File: config.mk
export PLATFORM = sky130hd
export DESIGN_NAME = msbs_top
export DESIGN_NICKNAME = d
export VERILOG_FILES = /design/src/design/msbs_pkg.sv /design/src/design/msbs_top.sv
export VERILOG_INCLUDE_DIRS = /design/src /design/src/design
export SDC_FILE = /design/constraint.sdc
export NUM_CORES = 1
export LEC_CHECK = 0
export ABC_AREA = 1
export BUFFER_PORTS_ARGS = -buffer_cell sky130_fd_sc_hd__buf_2
export CAP_MARGIN = 10
export CORE_MARGIN = 2
export CORE_UTILIZATION = 40
export CTS_CLUSTER_DIAMETER = 120
export DETAILED_ROUTE_END_ITERATION = 16
export MAX_ROUTING_LAYER = met4
export REMOVE_ABC_BUFFERS = 1
export SLEW_MARGIN = 20
export SYNTH_ARGS = -nofsm -noshare
export SYNTH_HDL_FRONTEND = slang
export SYNTH_SLANG_ARGS = --single-unit
File: constraint.sdc
create_clock -name core_clk -period 4.3 [get_ports core_clk]
set_clock_uncertainty 0.15 [all_clocks]
set_input_delay 0.43 -clock core_clk [delete_from_list [all_inputs] [get_ports core_clk]]
set_output_delay 0.43 -clock core_clk [all_outputs]
set_load 0.02 [all_outputs]
File: src/design/msbs_defines.svh
// Purpose: Constants of the motor stop and brake sequencer
// Assumes: Included by bare name, once per compilation unit
// Notes:   Offsets are byte addresses on the AHB-Lite slave

`ifndef MSBS_DEFINES_SVH
`define MSBS_DEFINES_SVH

// ****************************************
// Register offsets
// ****************************************
`define MSBS_CTRL_OFS     8'h00
`define MSBS_STOPSEL_OFS  8'h04
`define MSBS_DELAY_OFS    8'h08
`define MSBS_BRAKE_OFS    8'h0C
`define MSBS_ALLOC_OFS    8'h10
`define MSBS_STATUS_OFS   8'h14

// ****************************************
// Field positions
// ****************************************
`define MSBS_SON_BIT      0
`define MSBS_ACLR_BIT     1
`define MSBS_RESTART_BIT  2
`define MSBS_G1_LSB       0
`define MSBS_OT_LSB       4
`define MSBS_G2_LSB       8
`define MSBS_ON_LSB       0
`define MSBS_OFF_LSB      16
`define MSBS_THR_LSB      0
`define MSBS_WAIT_LSB     8
`define MSBS_RBLIM_LSB    16

// ****************************************
// Reset values and limits
// ****************************************
`define MSBS_G1SEL_RST    2'h0
`define MSBS_OTSEL_RST    2'h0
`define MSBS_G2SEL_RST    3'h0
`define MSBS_ON_DLY_RST   12'h000
`define MSBS_OFF_DLY_RST  9'h000
`define MSBS_THR_RST      7'h64
`define MSBS_WAIT_RST     7'h32
`define MSBS_RBLIM_RST    9'h12C
`define MSBS_RBLIM_MAX    9'h15E
`define MSBS_ALLOC_RST    8'h00
`define MSBS_ALLOC_BK     4'h4

// ****************************************
// Stop select codes
// ****************************************
`define MSBS_G1_DBHOLD    2'h1
`define MSBS_G1_COAST     2'h2
`define MSBS_OT_DBHOLD    2'h1
`define MSBS_OT_CLAMP     2'h2
`define MSBS_G2_DBHOLD    3'h1
`define MSBS_G2_COAST     3'h2
`define MSBS_G2_REVDB     3'h3
`define MSBS_G2_REVCO     3'h4
`define MSBS_G2_WARN      3'h5

// ****************************************
// Timing
// ****************************************
`define MSBS_CLK_NS       100
`define MSBS_TICK_NS      1000000
`define MSBS_UNIT_MS      13'h00A

`endif

File: src/design/msbs_pkg.sv
// Purpose: Types of the motor stop and brake sequencer
// Assumes: Used by scoped name only
// Notes:   Cause bits come from pins, drive bits go to the power stage

`default_nettype none

package msbs_pkg;

	typedef enum logic [2:0] {
		S_OFF   = 3'h0,
		S_ONW   = 3'h1,
		S_RUN   = 3'h2,
		S_REVB  = 3'h3,
		S_BWAIT = 3'h4,
		S_OFFD  = 3'h5,
		S_DONE  = 3'h6
	} msbs_state_t;

	typedef struct packed {
		logic g1;
		logic g2;
		logic safe;
		logic ot;
	} msbs_cause_t;

	typedef struct packed {
		logic       power;
		logic       dyn_brake;
		logic       ref_zero;
		logic       zero_clamp;
		logic       tq_en;
		logic [8:0] tq_limit;
	} msbs_drive_t;

	typedef struct packed {
		logic [2:0] g2;
		logic [1:0] ot;
		logic [1:0] g1;
	} msbs_sel_t;

endpackage

`default_nettype wire

File: src/design/msbs_top.sv
// Purpose: Motor stop method and holding brake sequencer with AHB-Lite registers
// Assumes: motor_speed is unsigned rpm on core_clk; cause pins are asynchronous
// Notes:   Stop selects take effect on reset or on a restart write
// Operation
// - Stop on servo off, alarms, safe, overtravel
// - Group one select: db/coast, db/hold, coast
// - Overtravel select: db or reverse brake endings
// - Group two select: db, coast, reverse, none
// - Reverse brake forces zero speed reference
// - Group two reverse brake uses torque limit
// - Torque limit percent, 0 to 350, immediate
// - Group two code 5 only warns, clear needed
// - Brake engaged on servo off or alarm
// - Allocation code 4 routes brake to pins
// - Stopped: brake at once, power after delay
// - Positive on delay: brake first, then power
// - Negative on delay: power first, then brake
// - Alarm removes motor power at once, except in group two or overtravel reverse brake
// - Moving: brake below speed threshold
// - Moving: brake after wait time elapses
//
// Chosen here: the placing of the registers and the AHB-Lite interface to the registers.

`timescale 1ns/100ps
`default_nettype none
`include "msbs_defines.svh"

module msbs_top #(
	parameter int MS_CYCLES = `MSBS_TICK_NS / `MSBS_CLK_NS
) (
	// Clock and reset
	input  wire logic                  core_clk,
	input  wire logic                  rst_n,
	// AHB-Lite slave
	input  wire logic                  hsel,
	input  wire logic [31:0]           haddr,
	input  wire logic [1:0]            htrans,
	input  wire logic                  hwrite,
	input  wire logic [2:0]            hsize,
	input  wire logic [31:0]           hwdata,
	input  wire logic                  hready,
	output logic      [31:0]           hrdata,
	output logic                       hreadyout,
	output logic                       hresp,
	// Alarm, safe state and overtravel pins
	input  wire msbs_pkg::msbs_cause_t alarm_pin,
	// Motor feedback
	input  wire logic [15:0]           motor_speed,
	// Power stage and brake pin pairs
	output var msbs_pkg::msbs_drive_t  drive,
	output logic      [1:0]            brake_pin
);

	localparam logic [15:0] TICK_LAST = 16'(MS_CYCLES - 1);

	logic [3:0]            sy1, sy2, sy3, pin_f;
	msbs_pkg::msbs_cause_t live;
	msbs_pkg::msbs_state_t st, nst;
	msbs_pkg::msbs_drive_t next_drive;
	msbs_pkg::msbs_sel_t   prog, act;
	logic                  brake_rel, next_brake, servo_on;
	logic                  end_db_l, end_clamp_l, next_end_db, next_end_clamp;
	logic                  g1_lat, g2_lat;
	logic [11:0]           on_dly, on_mag;
	logic [8:0]            off_dly, rb_lim, wr_lim;
	logic [6:0]            thr, wait_t;
	logic [7:0]            alloc, a_addr;
	logic [12:0]           t_ms, off_ms, wait_ms;
	logic [15:0]           tick_cnt;
	logic                  a_valid, a_write, a_hit, a_word, rd_pend;
	logic [31:0]           rd_mux;

	// ****************************************
	// Pin synchronisers
	// ****************************************
	genvar gi;
	for (gi = 0; gi < 4; gi++)
	begin : g_sync
		always_ff @(posedge core_clk or negedge rst_n)
		begin
			if (!rst_n)
			begin
				sy1[gi]   <= 1'h0;
				sy2[gi]   <= 1'h0;
				sy3[gi]   <= 1'h0;
				pin_f[gi] <= 1'h0;
			end
			else
			begin
				sy1[gi] <= alarm_pin[gi];
				sy2[gi] <= sy1[gi];
				sy3[gi] <= sy2[gi];
				if (sy2[gi] == sy3[gi])
					pin_f[gi] <= sy3[gi];
			end
		end
	end
	assign live = pin_f;

	// ****************************************
	// Bus decode
	// ****************************************
	wire addr_ph = hsel & hready & htrans[1];
	wire wr      = a_valid & a_write & a_hit & a_word;
	wire wr_ctrl = wr & (a_addr == `MSBS_CTRL_OFS);
	wire wr_sel  = wr & (a_addr == `MSBS_STOPSEL_OFS);
	wire wr_dly  = wr & (a_addr == `MSBS_DELAY_OFS);
	wire wr_brk  = wr & (a_addr == `MSBS_BRAKE_OFS);
	wire wr_all  = wr & (a_addr == `MSBS_ALLOC_OFS);
	wire aclr    = wr_ctrl & hwdata[`MSBS_ACLR_BIT];
	wire restart = wr_ctrl & hwdata[`MSBS_RESTART_BIT];
	assign wr_lim = hwdata[`MSBS_RBLIM_LSB +: 9];

	assign rd_mux = !a_hit ? 32'h0 :
		(a_addr == `MSBS_CTRL_OFS)    ? {31'h0, servo_on} :
		(a_addr == `MSBS_STOPSEL_OFS) ? {21'h0, prog.g2, 2'h0, prog.ot, 2'h0, prog.g1} :
		(a_addr == `MSBS_DELAY_OFS)   ? {7'h0, off_dly, 4'h0, on_dly} :
		(a_addr == `MSBS_BRAKE_OFS)   ? {7'h0, rb_lim, 1'h0, wait_t, 1'h0, thr} :
		(a_addr == `MSBS_ALLOC_OFS)   ? {24'h0, alloc} :
		(a_addr == `MSBS_STATUS_OFS)  ? {13'h0, act, pin_f, g1_lat, g2_lat,
			brake_rel, drive.power, 1'h0, st} : 32'h0;

	always_ff @(posedge core_clk or negedge rst_n)
	begin
		if (!rst_n)
		begin
			a_valid   <= 1'h0;
			a_write   <= 1'h0;
			a_hit     <= 1'h0;
			a_word    <= 1'h0;
			a_addr    <= 8'h00;
			rd_pend   <= 1'h0;
			hreadyout <= 1'h1;
			hresp     <= 1'h0;
			hrdata    <= 32'h0;
		end
		else
		begin
			a_valid   <= addr_ph;
			a_write   <= hwrite;
			a_hit     <= (haddr[31:8] == 24'h0);
			a_word    <= (hsize == 3'h2);
			a_addr    <= haddr[7:0];
			rd_pend   <= addr_ph & !hwrite;
			hreadyout <= !(addr_ph & !hwrite);
			hresp     <= 1'h0;
			if (rd_pend)
				hrdata <= rd_mux;
		end
	end

	// ****************************************
	// Configuration registers
	// ****************************************
	always_ff @(posedge core_clk or negedge rst_n)
	begin
		if (!rst_n)
		begin
			servo_on <= 1'h0;
			prog     <= '{g2: `MSBS_G2SEL_RST, ot: `MSBS_OTSEL_RST, g1: `MSBS_G1SEL_RST};
			act      <= '{g2: `MSBS_G2SEL_RST, ot: `MSBS_OTSEL_RST, g1: `MSBS_G1SEL_RST};
			on_dly   <= `MSBS_ON_DLY_RST;
			off_dly  <= `MSBS_OFF_DLY_RST;
			thr      <= `MSBS_THR_RST;
			wait_t   <= `MSBS_WAIT_RST;
			rb_lim   <= `MSBS_RBLIM_RST;
			alloc    <= `MSBS_ALLOC_RST;
			g1_lat   <= 1'h0;
			g2_lat   <= 1'h0;
		end
		else
		begin
			if (wr_ctrl)
				servo_on <= hwdata[`MSBS_SON_BIT];
			if (wr_sel)
			begin
				prog.g1 <= hwdata[`MSBS_G1_LSB +: 2];
				prog.ot <= hwdata[`MSBS_OT_LSB +: 2];
				prog.g2 <= hwdata[`MSBS_G2_LSB +: 3];
			end
			// Selects only change the stop behaviour after a restart
			if (restart)
				act <= prog;
			if (wr_dly)
			begin
				on_dly  <= hwdata[`MSBS_ON_LSB +: 12];
				off_dly <= hwdata[`MSBS_OFF_LSB +: 9];
			end
			if (wr_brk)
			begin
				thr    <= hwdata[`MSBS_THR_LSB +: 7];
				wait_t <= hwdata[`MSBS_WAIT_LSB +: 7];
				rb_lim <= (wr_lim > `MSBS_RBLIM_MAX) ? `MSBS_RBLIM_MAX : wr_lim;
			end
			if (wr_all)
				alloc <= hwdata[7:0];
			// Alarms stay latched until cleared; a live alarm wins over the clear
			g1_lat <= live.g1 | (g1_lat & !aclr);
			g2_lat <= live.g2 | (g2_lat & !aclr);
		end
	end

	// ****************************************
	// Stop method decode
	// ****************************************
	wire g2_stop    = (act.g2 != `MSBS_G2_WARN);
	wire g2_rev     = (act.g2 == `MSBS_G2_REVDB) | (act.g2 == `MSBS_G2_REVCO);
	wire alarm_stop = g1_lat | (g2_lat & g2_stop);
	wire stop_req   = alarm_stop | live.ot | live.safe | !servo_on;
	wire use_g2     = !g1_lat & g2_lat & g2_stop;
	wire use_ot     = !g1_lat & !use_g2 & live.ot;
	wire g1_db      = (act.g1 != `MSBS_G1_COAST);
	wire g1_end_db  = (act.g1 == `MSBS_G1_DBHOLD);
	wire ot_end_db  = (act.ot == `MSBS_OT_DBHOLD);
	wire g2_db      = !g2_rev & (act.g2 != `MSBS_G2_COAST);
	wire g2_end_db  = (act.g2 == `MSBS_G2_DBHOLD) | (act.g2 == `MSBS_G2_REVDB);
	wire sel_rev    = use_g2 ? g2_rev : (use_ot & act.ot[1]);
	wire sel_db     = use_g2 ? g2_db : use_ot ? !act.ot[1] : g1_db;
	wire sel_end_db = use_g2 ? g2_end_db : use_ot ? ot_end_db : g1_end_db;
	wire sel_clamp  = use_ot & (act.ot == `MSBS_OT_CLAMP);
	wire stopped    = (motor_speed < {9'h000, thr});
	wire on_neg     = on_dly[11];
	assign on_mag   = on_neg ? 12'(-on_dly) : on_dly;
	assign off_ms   = 13'(off_dly) * `MSBS_UNIT_MS;
	assign wait_ms  = 13'(wait_t) * `MSBS_UNIT_MS;

	// ****************************************
	// Sequencer
	// ****************************************
	always_comb
	begin
		nst                 = st;
		next_drive          = drive;
		next_drive.tq_limit = rb_lim;
		next_brake          = brake_rel;
		next_end_db         = end_db_l;
		next_end_clamp      = end_clamp_l;
		case (st)
			msbs_pkg::S_OFF:
				if (servo_on && !stop_req)
				begin
					nst                  = msbs_pkg::S_ONW;
					next_drive.dyn_brake = 1'h0;
					next_drive.power     = on_neg;
					next_brake           = !on_neg;
				end
			msbs_pkg::S_ONW, msbs_pkg::S_RUN:
				if (stop_req)
				begin
					nst            = msbs_pkg::S_DONE;
					next_end_db    = sel_end_db;
					next_end_clamp = sel_clamp;
					if (sel_rev && !stopped)
					begin
						nst                 = msbs_pkg::S_REVB;
						next_drive.power    = 1'h1;
						next_drive.ref_zero = 1'h1;
						next_drive.tq_en    = 1'h1;
					end
					else if (sel_clamp)
						next_drive.zero_clamp = 1'h1;
					else if (!stopped)
					begin
						nst                  = msbs_pkg::S_BWAIT;
						next_drive.power     = 1'h0;
						next_drive.dyn_brake = sel_db;
					end
					else
					begin
						next_brake = 1'h0;
						if (alarm_stop)
						begin
							next_drive.power     = 1'h0;
							next_drive.dyn_brake = sel_end_db;
						end
						else
							nst = msbs_pkg::S_OFFD;
					end
				end
				else if (st == msbs_pkg::S_ONW && t_ms >= {1'h0, on_mag})
				begin
					nst              = msbs_pkg::S_RUN;
					next_drive.power = 1'h1;
					next_brake       = 1'h1;
				end
			msbs_pkg::S_REVB:
				if (stopped)
				begin
					nst                 = msbs_pkg::S_DONE;
					next_drive.ref_zero = 1'h0;
					next_drive.tq_en    = 1'h0;
					if (end_clamp_l)
						next_drive.zero_clamp = 1'h1;
					else
					begin
						next_drive.power     = 1'h0;
						next_drive.dyn_brake = end_db_l;
						next_brake           = 1'h0;
					end
				end
			msbs_pkg::S_BWAIT:
			begin
				if (stopped || t_ms >= wait_ms)
					next_brake = 1'h0;
				if (stopped)
				begin
					nst                  = msbs_pkg::S_DONE;
					next_drive.dyn_brake = drive.dyn_brake & end_db_l;
				end
			end
			msbs_pkg::S_OFFD:
				if (alarm_stop || t_ms >= off_ms)
				begin
					nst                  = msbs_pkg::S_DONE;
					next_drive.power     = 1'h0;
					next_drive.dyn_brake = end_db_l;
				end
			msbs_pkg::S_DONE:
			begin
				if (alarm_stop || !servo_on)
				begin
					next_drive.power      = 1'h0;
					next_drive.zero_clamp = 1'h0;
					next_brake            = 1'h0;
				end
				if (!servo_on && !g1_lat && !g2_lat && !live.ot && !live.safe)
					nst = msbs_pkg::S_OFF;
			end
			default:
				nst = msbs_pkg::S_OFF;
		endcase
	end

	always_ff @(posedge core_clk or negedge rst_n)
	begin
		if (!rst_n)
		begin
			st          <= msbs_pkg::S_OFF;
			drive       <= '0;
			brake_rel   <= 1'h0;
			end_db_l    <= 1'h0;
			end_clamp_l <= 1'h0;
		end
		else
		begin
			st          <= nst;
			drive       <= next_drive;
			brake_rel   <= next_brake;
			end_db_l    <= next_end_db;
			end_clamp_l <= next_end_clamp;
		end
	end

	// Millisecond timer, cleared on every state change
	always_ff @(posedge core_clk or negedge rst_n)
	begin
		if (!rst_n)
		begin
			tick_cnt <= 16'h0;
			t_ms     <= 13'h0;
		end
		else if (nst != st)
		begin
			tick_cnt <= 16'h0;
			t_ms     <= 13'h0;
		end
		else if (tick_cnt == TICK_LAST)
		begin
			tick_cnt <= 16'h0;
			if (t_ms != 13'h1FFF)
				t_ms <= t_ms + 13'h1;
		end
		else
			tick_cnt <= tick_cnt + 16'h1;
	end

	// ****************************************
	// Brake pin routing
	// ****************************************
	for (gi = 0; gi < 2; gi++)
	begin : g_pin
		always_ff @(posedge core_clk or negedge rst_n)
		begin
			if (!rst_n)
				brake_pin[gi] <= 1'h0;
			else
				brake_pin[gi] <= next_brake & (alloc[gi*4 +: 4] == `MSBS_ALLOC_BK);
		end
	end
endmodule

`default_nettype wire

Word-level counts from Yosys, hierarchy flattened --
Cells that the tools add are included.
Storage, ports and cells: bits in registers 182, bits in latches 0, bits in writable memories 0, ROM bits 0, bits of input ports 94, output and inout bits 50, word-level logic and storage cells 248, memories 0
Operators by class: $add $sub $neg 3, $mul 2, divide/modulo/power cells 0, magnitude comparators 5, equality and inequality tests 46, shift-type cells 0, muxes and demuxes 64, bitwise gates (word level) 34, reduce and logical (&&, ||, !) cells 41
Operators with widths (number):
- $mux 25 | 5
- $mux 13 | 3
- $mux 19 | 2
- $mux 16 | 2
- $and 1x1->1 | 26
- $ne 2x2->1 const B | 13
- $mux 1 | 25
- $logic_not 24->1 | 1
- $mux 3 | 7
- $mux 2 | 9
- $add 16x1->16 const B | 1
- $eq 16x14->1 const B | 1
- $eq 8x4->1 const B | 2
- $eq 8x5->1 const B | 2
- $lt 16x7->1 | 1
- $pmux 1 s5 | 3
- $pmux 3 s5 | 1
- $logic_not 1->1 | 14
- $add 13x1->13 const B | 1
- $ge 13x11->1 | 1
- $ge 13x12->1 | 1
- $ge 13x13->1 | 1
- $ne 13x13->1 const B | 1
- $eq 3x2->1 const B | 4
- 36 further kinds | 68

Depth between registers and ports, before layout --
Gate-level depths: netlist of run 1.
word-level depth 15, depth in mapped cells 22

Least setup slack after synthesis of run 1 --
OpenSTA, ideal clock, no wires.
path type register to register, start point register off_dly[1], end point register t_ms[10], library setup time 66 ps, arrival 3318 ps, data required time 4084 ps, path slack 767 ps, cell stages (with the launch flop) 22, buffers on the path 1, clock period less this slack 3533 ps, cells stage by stage dfrtp_1 ha_1 ha_1 inv_1 fa_1 o21ai_0 a21oi_1 nor2_1 nor2_1 nor2_1 o21ai_0 ha_1 a21oi_1 o21ai_0 a21oi_1 nand4_1 a21oi_1 nand3_1 nand2_1 buf_2 nand4_1 nand2_1
Between the ends: cells in the longest elaborated chain, start to end 8, elaborated cells on any way between the ends 10, classes of those cells mul: 1; order compare: 1; eq/ne: 1; mux: 3; reduce/logical: 4
RTL lines:
- start: declaration | RTL line msbs_top.sv:65 | logic [8:0] off_dly, rb_lim, wr_lim;
- start signal: assignment | RTL line msbs_top.sv:163 | off_dly <= `MSBS_OFF_DLY_RST;
- start signal: assignment | RTL line msbs_top.sv:187 | off_dly <= hwdata[`MSBS_OFF_LSB +: 9];
- $mul 9x3->12 (no source line) (*)
- $ge 13x13->1 (*) | RTL line msbs_top.sv:312 | if (alarm_stop || t_ms >= off_ms)
- $logic_or 1x1->1 (*) | RTL line msbs_top.sv:312
- $mux 3 (*) | RTL line msbs_top.sv:312
- $pmux 3 s5 (*) | RTL line msbs_top.sv:238 | case (st)
- named net nst[1] | RTL line msbs_top.sv:58 | msbs_pkg::msbs_state_t st, nst;
- $ne 3x3->1 (*) | RTL line msbs_top.sv:362 | else if (nst != st)
- $reduce_bool 2->1 (no source line)
- $reduce_and 2->1 (no source line)
- end signal: assignment | RTL line msbs_top.sv:371 | t_ms <= t_ms + 13'h1;
- end: declaration | RTL line msbs_top.sv:68 | logic [12:0] t_ms, off_ms, wait_ms;
The timed path passes the listed nets; every way through them passes the cells marked *. A chain may end at the register's enable or synchronous reset.

Worst setup path after layout of run 1 --
start point register off_dly[5], end point register t_ms[5]
The elaborated chain is that of the path after synthesis.

==> results of run 1 <==
-- flip-flops by register name, indices dropped and copies added (netlist names), 3 cells and up --
signal    flops
hrdata       25
tick_cnt     16
drive        13
t_ms         13
on_dly       12
off_dly       9
rb_lim        9
a_addr        8
alloc         8
act           7
prog          7
thr           7
wait_t        7
live          4
sy1           4
sy2           4
sy3           4
st            3
-- layout make-up --
type / instances / area share
clock buffers: 17 / 0.03688
clock inverters: 15 / 0.01822
inverters: 175 / 0.05695
multi-input cells: 795 / 0.3981
flip-flops and latches: 174 / 0.3787
well taps: 324 / 0.03514
repair buffers: 151 / 0.07604
-- worst reg2reg max path: cells and delay by family, from the launching register on --
family	cells	cell delay, ns
buffers and inverters	1	0.21
xor gates and xnor gates	1	0.17
DFF	1	0.45
adders and majority gates	3	0.93
and+or+nand+nor	9	0.98
AOI/OAI and AO/OA	7	1.01
-- cell families after synthesis --
| family | after synthesis | share of synthesized area |
|---|---|---|
| AO/OA/AOI/OAI | 227 | 0.1326 |
| XOR/XNOR | 32 | 0.02872 |
| adder cells (fa/ha/maj) | 73 | 0.09410 |
| buffers and inverters | 210 | 0.08641 |
| flip-flops | 174 | 0.4476 |
| multiplexers | 2 | 0.002308 |
| other | 1 | 0.0003842 |
| AND/OR/NAND/NOR | 453 | 0.2080 |
-- where the power goes --
part / switching, µW / leakage [µW] / internal (µW) / total (µW)
clock: 819 / 0.000301 / 805 / 1620
sequential: 13.6 / 0.00198 / 1660 / 1670
combinational: 102 / 0.00363 / 65.2 / 167
total: 934 / 0.00592 / 2530 / 3460
-- cells in the final DEF, fill, tap and decap left out, types with 4 or more instances in the layout --
cell           count
a22o_1             9
a21oi_1           53
o21ai_0          117
maj3_1             4
buf_4              8
a32o_1             5
o22ai_1            7
nor3_2             4
clkinv_8           8
xnor2_1            8
buf_2            125
a31oi_1            9
inv_1            167
nor2_1            84
nand4_1           35
a221oi_1           5
nand3_1           47
ha_1              67
nor3_1            27
dfrtp_1          163
inv_2              6
conb_1             8
nor4_1            14
nand2_2            7
clkbuf_16         17
xor2_1            24
nand2_1          220
dfstp_2           11
dlygate4sd3_1     16
-- per-layer routing --
| layer | vias up | global-route usage | wire length [µm] |
|---|---|---|---|
| met4 | 0 | 0.05201 | 354 |
| met2 | 223 | 0.3550 | 12680 |
| met3 | 28 | 0.04052 | 1116 |
| met5 | - | - | 0 |
| li1 | 4176 | - | - |
| met1 | 4072 | 0.2776 | 12010 |
-- metrics by stage --
step	power (µW)	worst slack, ns
5_1_grt	3597	0.001789
4_1_cts	3497	0.2713
3_5_place_dp	1859	0.2697
2_1_floorplan	1758	0.6096
3_3_place_gp	1857	0.4390
6_report	3461	0.3625
-- path summary, 6_finish.rpt --
kind,start,end,slack [ns],cells after the start
setup reg to reg,off_dly[5],t_ms[5],0.36,21
max in group asynchronous,rst_n,rb_lim[3],2.54,3
hold reg to reg,sy1[2],sy2[2],0.21,0
hold / removal,hwdata[13],wait_t[5],0.05,3
min in group asynchronous,rst_n,tick_cnt[15],0.48,2
setup / recovery,off_dly[5],t_ms[5],0.36,21
-- timing repair --
action | CTS | global route
hold buffers | 16 | 0
setup endpoints to repair | 0 | 29
gates resized for setup | 0 | 4
endpoints found under the hold margin | 73 | 0
setup buffers | 0 | 0
==> flow_summary.json, run 1 <==
{
  "wl_per_cell_um": 15.85,
  "synth_common_cells": "nand2_1, inv_1, dfrtp_1",
  "die-height_um": 160.2,
  "synth_top_area_frac": 0.4179,
  "tightest_slew_ns": 0.9253,
  "viasPerCell": 5.148,
  "p_leak_uw": 0.005915,
  "status": "finished clean",
  "synthesis.area_um2": 9759,
  "arrival_ns": 4.16,
  "grt_max_degree": 96,
  "period_share": 0.9157,
  "synthCells": 1172,
  "setup_viol": 0,
  "rsz0062_at_grt": "no",
  "synth_edf_count": 0,
  "cts_tree": "yes",
  "std_cell_rows": 57,
  "finalSetupTns_ns": 0,
  "dp_hpwl_um": 19210,
  "drtPass1Iterations": 5,
  "dieArea_um2": 25660,
  "cts_buffers": 17,
  "clock_path_buffers": 2,
  "power_density_nw_per_um2": 300.0,
  "start_kind": "flop",
  "worstSetupPathType": "flop to flop",
  "end_kind": "flop",
  "gr-total-overflow": 0,
  "ys.flop_type": "dfrtp_1",
  "syn_avg_cell_area_um2": 8.327,
  "crit_path_frequent_cell": "a21oi_1",
  "ff_latch_area_um2": 4368,
  "cts_htree_levels": 4,
  "drive_above_1_share": 0.1560,
  "place.gp.congestion": 0.9117,
  "path_clk_slew_ns": 0.08,
  "max_freq_mhz": 254.0,
  "critPathBufInv": 1,
  "worst_ep_required_time_ns": 4.53,
  "port_buffers": 126,
  "async_flop_share": 1.000,
  "initial_utilization": 0.4049,
  "crit_family": "compound AO/OA/AOI/OAI gates",
  "grt_pass1_vias": 8224,
  "place_inst": 1603,
  "antenna_cells": 0,
  "yosysUniqueCellTypes": 53,
  "cap_violations": 0,
  "peakVddDrop_mv": 0.2005,
  "placed_cell_area_um2": 10720,
  "antenna_found_initial": 0,
  "vias": 8499,
  "path_cells": "ha_1 > ha_1 > a21oi_1 > nand2_1 > a21oi_1 > o21bai_1 > a21oi_1 > nor2_1 > nor2_1 > xor2_1 > ha_1 > nand2_1 > o21ai_0 > a21oi_1 > nand4_1 > a21oi_1 > nand3_1 > nand2_2 > buf_4 > nand4_1 > nand2_1",
  "root_buffer": "clkbuf_16",
  "cpPeakStageDelay_ns": 0.45,
  "ys_seq_area_frac": 0.4476,
  "finalCriticalPeriod_ns": 3.937,
  "fin_cells": 1651,
  "grt_pass1_wl_um": 42590,
  "routed_wl_um": 26170,
  "multi_input_area_um2": 4592,
  "clk_latency_ns": 0.45,
  "slowest_stage": "dfrtp_1",
  "drt-initial-drc-count": 533,
  "num_io_pins": 144,
  "synth.most_common_cell": "nand2_1",
  "max-slew-margin-rel": 0.3831,
  "worstPathMaxFanout": 14,
  "die_w_um": 160.2,
  "final_util": 0.4785,
  "yosys_warnings": 0,
  "cts_sinks": 174,
  "synth_top_area_cell": "dfrtp_1",
  "drc_errors": 0,
  "hold_class": "input pin to flop",
  "final_cell_area_um2": 11530,
  "core_area_um2": 24110,
  "nets": 1477,
  "synth_area_leaders": "dfrtp_1, ha_1, nand2_1, inv_1, o21ai_0",
  "nFillCells": 2417,
  "hold_slack_ns": 0.04814,
  "synth_seq_cells": 174,
  "ant_nets": 0,
  "gr-usage-all-layers": 0.2161,
  "area_growth_pct": 18.19,
  "finalHoldViolations": 0,
  "final_max_slew_viol_count": 0
}
(Power assumes the default switching activity.)
==> run 2: changes to the inputs <==
CAP_MARGIN = default   (was 10)
CORE_ASPECT_RATIO = 0.5   (was default)
CORE_MARGIN = default   (was 2)
==> run 2 against run 1 <==
  * Register-to-register slack gained 0.04 ns
  * Via count is essentially flat
  * Combinational power grew 3%
  * Worst hold slack lost 0.0095 ns
  * Count of clock-buffer cells in the layout grew 2
  * Core utilization grew 1.4 points
  * Critical path depth is the same
  * Non-clock buffer count grew 3
  * Sequential power is essentially flat
  * Global-route usage grew 2.3 points
==> flow_summary.json, run 2 (synthesis results as in run 1) <==
{
  "port_buffers": 126,
  "cts_htree_levels": 4,
  "final_max_slew_viol_count": 0,
  "p_switching_uw": 831.6,
  "placed_cell_area_um2": 10710,
  "p_leak_uw": 0.005927,
  "peakVddDrop_mv": 0.2467,
  "dp_hpwl_um": 21180,
  "core_area_um2": 23370,
  "power_density_nw_per_um2": 303.9,
  "worstSetupPathType": "flop to flop",
  "antenna_cells": 0,
  "ant_nets": 0,
  "vias": 8498,
  "cap_violations": 0,
  "path_clk_slew_ns": 0.07,
  "antenna_found_initial": 1,
  "post_cts_buffers": 0,
  "drc_errors": 0,
  "finalSetupTns_ns": 0,
  "grt_max_degree": 98,
  "wl_per_cell_um": 16.97,
  "status": "finished clean",
  "clkPwrFrac": 0.474,
  "dieArea_um2": 25070,
  "place_inst": 1589,
  "initial_utilization": 0.4175,
  "max_freq_mhz": 256.4,
  "cts_sinks": 174,
  "std_cell_rows": 39,
  "cts_buffers": 17,
  "gr-total-overflow": 0,
  "grt_pass1_vias": 8119,
  "crit_start": "off_dly[3]",
  "num_io_pins": 144,
  "hold_class": "input pin to flop",
  "final_util": 0.4927,
  "switching_share": 0.2376,
  "power_frac_seq": 0.477,
  "clk_latency_ns": 0.46,
  "drive_above_1_share": 0.1579,
  "fin_cells": 1637,
  "worst_ep_required_time_ns": 4.54,
  "grt_pass1_wl_um": 44240,
  "die_w_um": 222.9,
  "cts_tree": "yes",
  "root_buffer": "clkbuf_16",
  "clock_path_buffers": 2,
  "nets": 1480,
  "worstPathMaxFanout": 14,
  "routed_wl_um": 27780,
  "r2r_end": "t_ms[10]",
  "top_register": "hrdata",
  "layout_commonest_cell": "nand2_1",
  "place.gp.congestion": 0.9427,
  "viasPerCell": 5.191,
  "end_kind": "flop",
  "ff2ff_setup_slack_ns": 0.40,
  "tightest_slew_ns": 0.9281,
  "setup_viol": 0,
  "finalCriticalPeriod_ns": 3.900,
  "area_growth_pct": 18.00,
  "max-slew-margin-rel": 0.3790,
  "gr-usage-all-layers": 0.2394,
  "reg2reg_from": "off_dly[3]",
  "r2r_cells": 21,
  "start_kind": "flop",
  "p_comb_frac": 0.049,
  "drtPass1Iterations": 5,
  "critPathCapture": "t_ms[10]",
  "top_regs": "hrdata x25, tick_cnt x16",
  "arrival_ns": 4.14,
  "period_share": 0.9070,
  "rsz0062_at_grt": "no",
  "p_int_uw": 2668,
  "layout_common_cells": "nand2_1, inv_1, dfrtp_1",
  "finalHoldViolations": 0,
  "final_cell_area_um2": 11520,
  "largest_reg_flops": 25,
  "drt-initial-drc-count": 703,
  "finalPower_uw": 3499,
  "die-height_um": 112.5,
  "nFillCells": 2237
}
[run 2: cell count changes in the layout (fill, tap and decap cells not counted), sizes merged]
cell and delta:
buf +3, bufinv +3, clkbuf +2, clkinv -6, clkinvlp +1
[run 2: power groups by stage]
stage	Sequential [µW]	Clock (µW)	Combinational (µW)
final	1670	1660	172
after global routing	1670	1760	194
after CTS	1670	1680	173
after detailed placement	1700	0	161
after global placement	1700	0	157
after floorplan	1700	0	60.4
[run 2: repair_timing]
item,4_1_cts,5_1_grt
hold buffers,16,0
hold endpoints to repair,78,0
setup endpoints to repair,0,22
gates resized for setup,0,5
[run 2: stage by stage]
| stage | hold WS [ns] | worst slack, ns |
|---|---|---|
| final | 0.03863 | 0.4001 |
| after global routing | 0.04886 | 0.02418 |
| after CTS | 0.02619 | 0.2957 |
| after detailed placement | 0.1871 | 0.3126 |
| after global placement | 0.1839 | 0.4466 |
| after floorplan | -0.01559 | 0.6096 |
[run 2: per-layer routing]
layer | GRT usage | vias up | wire length, µm
met5 | - | - | 0
met4 | 0.05195 | 0 | 319
met3 | 0.05733 | 30 | 1894
met2 | 0.3517 | 285 | 11890
met1 | 0.3337 | 4001 | 13680
li1 | - | 4182 | -
[run 2: area by class of cell]
class / instances / area [µm²] / area share
well taps: 307 / 384.1 / 0.03336
clock buffers: 19 / 442.9 / 0.03846
flip-flops and latches: 174 / 4368 / 0.3793
inverters: 175 / 656.9 / 0.05704
repair buffers: 154 / 887.1 / 0.07703
clock inverters: 13 / 178.9 / 0.01554
multi-input cells: 795 / 4598 / 0.3993
[run 2: how the worst min path moves through the flow]
stage	from	to	slack, ns	depth (start not counted)
finish	hwdata[13]	wait_t[5]	0.04	3
global route	hwdata[4]	thr[4]	0.05	3
CTS	hwdata[13]	wait_t[5]	0.03	3
detailed placement	sy1[1]	sy2[1]	0.19	0
global placement	sy1[1]	sy2[1]	0.18	0
floorplan	rst_n	a_addr[0]	-0.02	0
[run 2: worst max-delay path, cell delays in order, from the launching register on]
cell and delay [ns]:
dfrtp_1 0.43, ha_1 0.31, ha_1 0.35, a21oi_1 0.17
nand2_1 0.10, a21oi_1 0.14, o21bai_1 0.10, a21oi_1 0.14
nor2_1 0.05, nor2_1 0.11, xor2_1 0.18, ha_1 0.25
nand2_1 0.09, o21ai_0 0.10, a21oi_1 0.12, nand4_1 0.15
a21oi_1 0.17, nand3_1 0.13, nand2_2 0.16, buf_4 0.21
nand4_1 0.10, nand2_1 0.10
==> run 3: changes to the inputs <==
BUFFER_PORTS_ARGS = default   (was -buffer_cell sky130_fd_sc_hd__buf_2)
CORE_ASPECT_RATIO = 0.9   (was 0.5)
DONT_BUFFER_PORTS = 1   (was default)
RECOVER_POWER = 50   (was default)
==> run 3 against run 2 <==
  * The run now ends with hold timing left
  * First-iteration DRC count down 21%
  * Critical endpoint is now tick_cnt[9]
  * Register-to-register slack is essentially flat
  * Largest power group unchanged
  * Core utilization shrank 2.6 points
  * Sequential power about the same
  * Combinational power is 36% lower
  * Largest cell class unchanged
  * Critical path type unchanged
  * Sequential cell count unchanged
==> flow_summary.json, run 3 (synthesis results as in run 1) <==
{
  "status": "finished with violations",
  "violations": "hold timing",
  "root_buffer": "clkbuf_16",
  "final_cell_area_um2": 11040,
  "core_area_um2": 23670,
  "antenna_cells": 0,
  "clock_path_buffers": 2,
  "dp_slack_ns": 0.3059,
  "drive_above_1_share": 0.06046,
  "arrival_ns": 4.09,
  "die-height_um": 150.2,
  "dp_hpwl_um": 18590,
  "dieArea_um2": 25030,
  "finalWorstSetupSlack_ns": 0.4016,
  "routed_wl_um": 25650,
  "grt_max_degree": 175,
  "cts_tree": "yes",
  "gr-usage-all-layers": 0.2226,
  "drc_errors": 0,
  "place_inst": 1453,
  "nets": 1374,
  "vias": 8056,
  "max_freq_mhz": 256.5,
  "holdBufCountCts": 41,
  "antenna_found_initial": 0,
  "max-slew-margin-rel": 0.3243,
  "cts_buffers": 17,
  "peakVddDrop_mv": 0.3272,
  "fin_cells": 1526,
  "final_util": 0.4664,
  "ff2ff_setup_slack_ns": 0.40,
  "period_share": 0.9066,
  "power_density_nw_per_um2": 305.7,
  "finalSetupTns_ns": 0,
  "grt_pass1_wl_um": 41800,
  "layout_commonest_cell": "nand2_1",
  "end_kind": "flop",
  "crit_path_frequent_cell": "a21oi_1",
  "cts_htree_levels": 4,
  "top_register": "hrdata",
  "initial_utilization": 0.4122,
  "grt_pass1_vias": 8033,
  "nFillCells": 2267,
  "setup_viol": 0,
  "r2r_end": "tick_cnt[9]",
  "finalCriticalPeriod_ns": 3.898,
  "cpPeakStageDelay_ns": 0.42,
  "path_cells": "ha_1 > ha_1 > inv_1 > fa_1 > o21ai_1 > a21oi_1 > nor2_1 > nor2_1 > nor2_1 > o21ai_0 > ha_1 > a21oi_1 > o21ai_0 > a21oi_1 > nand4_1 > a21oi_1 > nand3_1 > nand2_1 > nand2_4 > nor3_1",
  "finalHoldViolations": 170,
  "placed_cell_area_um2": 10030,
  "drt-initial-drc-count": 555,
  "tightest_slew_ns": 1.004,
  "drtPass1Iterations": 5,
  "r2r_cells": 20,
  "largest_reg_flops": 25,
  "worst_ep_required_time_ns": 4.49,
  "std_cell_rows": 53,
  "place.gp.congestion": 0.9172,
  "worstSetupPathType": "flop to flop",
  "p_leak_uw": 0.005465,
  "layout_common_cells": "nand2_1, inv_1, dfrtp_1",
  "clk_latency_ns": 0.44,
  "start_kind": "flop",
  "viasPerCell": 5.279,
  "top_regs": "hrdata x25, tick_cnt x16",
  "ant_nets": 0,
  "num_io_pins": 144,
  "gr-total-overflow": 0,
  "worstPathMaxFanout": 22,
  "slowest_stage": "dfrtp_1",
  "post_cts_buffers": 0,
  "wl_per_cell_um": 16.81,
  "cap_violations": 0,
  "ff_latch_area_um2": 4368,
  "area_growth_pct": 13.13,
  "cts_sinks": 174,
  "rsz0062_at_grt": "no",
  "port_buffers": 0,
  "final_max_slew_viol_count": 0,
  "multi_input_area_um2": 4577,
  "die_w_um": 166.7,
  "path_clk_slew_ns": 0.07,
  "hold_class": "input pin to async pin",
  "reg2reg_from": "off_dly[3]",
  "hold_slack_ns": -0.4518
}
run 3: cell types whose count changed in the layout (fill, tap and decap cells not counted), sizes merged:
| cell | previous run | this run |
|---|---|---|
| buf | 138 | 7 |
| inv | 179 | 181 |
| clkinv | 4 | 5 |
| dlygate4sd3 | 16 | 41 |
| clkbuf | 19 | 18 |
| bufinv | 3 | 1 |
run 3: what timing repair did:
action	4_1_cts	5_1_grt
setup endpoints to repair	0	26
endpoints found under the hold margin	215	174
resized for setup	0	1
run 3: report_power, final:
group,internal [µW],switching (µW)
clock,834,760
sequential,1660,14.9
combinational,48.9,60.7
total,2540,836
run 3: area by class of cell:
cell class,count,area share
clock inverter,14,0.01530
inverter,175,0.05950
multi-input combinational,795,0.4146
timing repair buffer,48,0.04193
sequential,174,0.3956
clock buffer,18,0.03887
tap,302,0.03422
run 3: per-stage QoR:
stage / power (µW) / hold slack, ns
finish: 3375 / -0.4518
global route: 3479 / -0.4790
CTS: 3400 / -0.4771
detailed placement: 1783 / -0.006273
global placement: 1780 / -0.006605
floorplan: 1758 / -0.01559
run 3: critical path: cells and delay by family (launching register included):
family	cells	cell delay, ns
AND/OR/NAND/NOR	8	1.06
flip-flops	1	0.42
AO/OA/AOI/OAI	7	0.92
adder cells (fa/ha/maj)	4	1.19
buffers and inverters	1	0.06
run 3: worst max-delay path by stage:
stage	startpoint	endpoint	cells after the start
2_1_floorplan	off_dly[1]	t_ms[0]	20
3_3_place_gp	off_dly[3]	tick_cnt[13]	20
3_5_place_dp	off_dly[3]	tick_cnt[9]	20
4_1_cts	off_dly[3]	tick_cnt[9]	20
5_1_grt	off_dly[1]	tick_cnt[4]	20
6_report	off_dly[3]	tick_cnt[9]	20
run 3: metal layers:
metal  vias to the layer above  wire length (µm)  GRT usage
met1                      3836             12140     0.2888
met3                        38              1205    0.04259
li1                       3967                 -          -
met5                         -                 0          -
met4                         0               522    0.07824
met2                       215             11770     0.3496
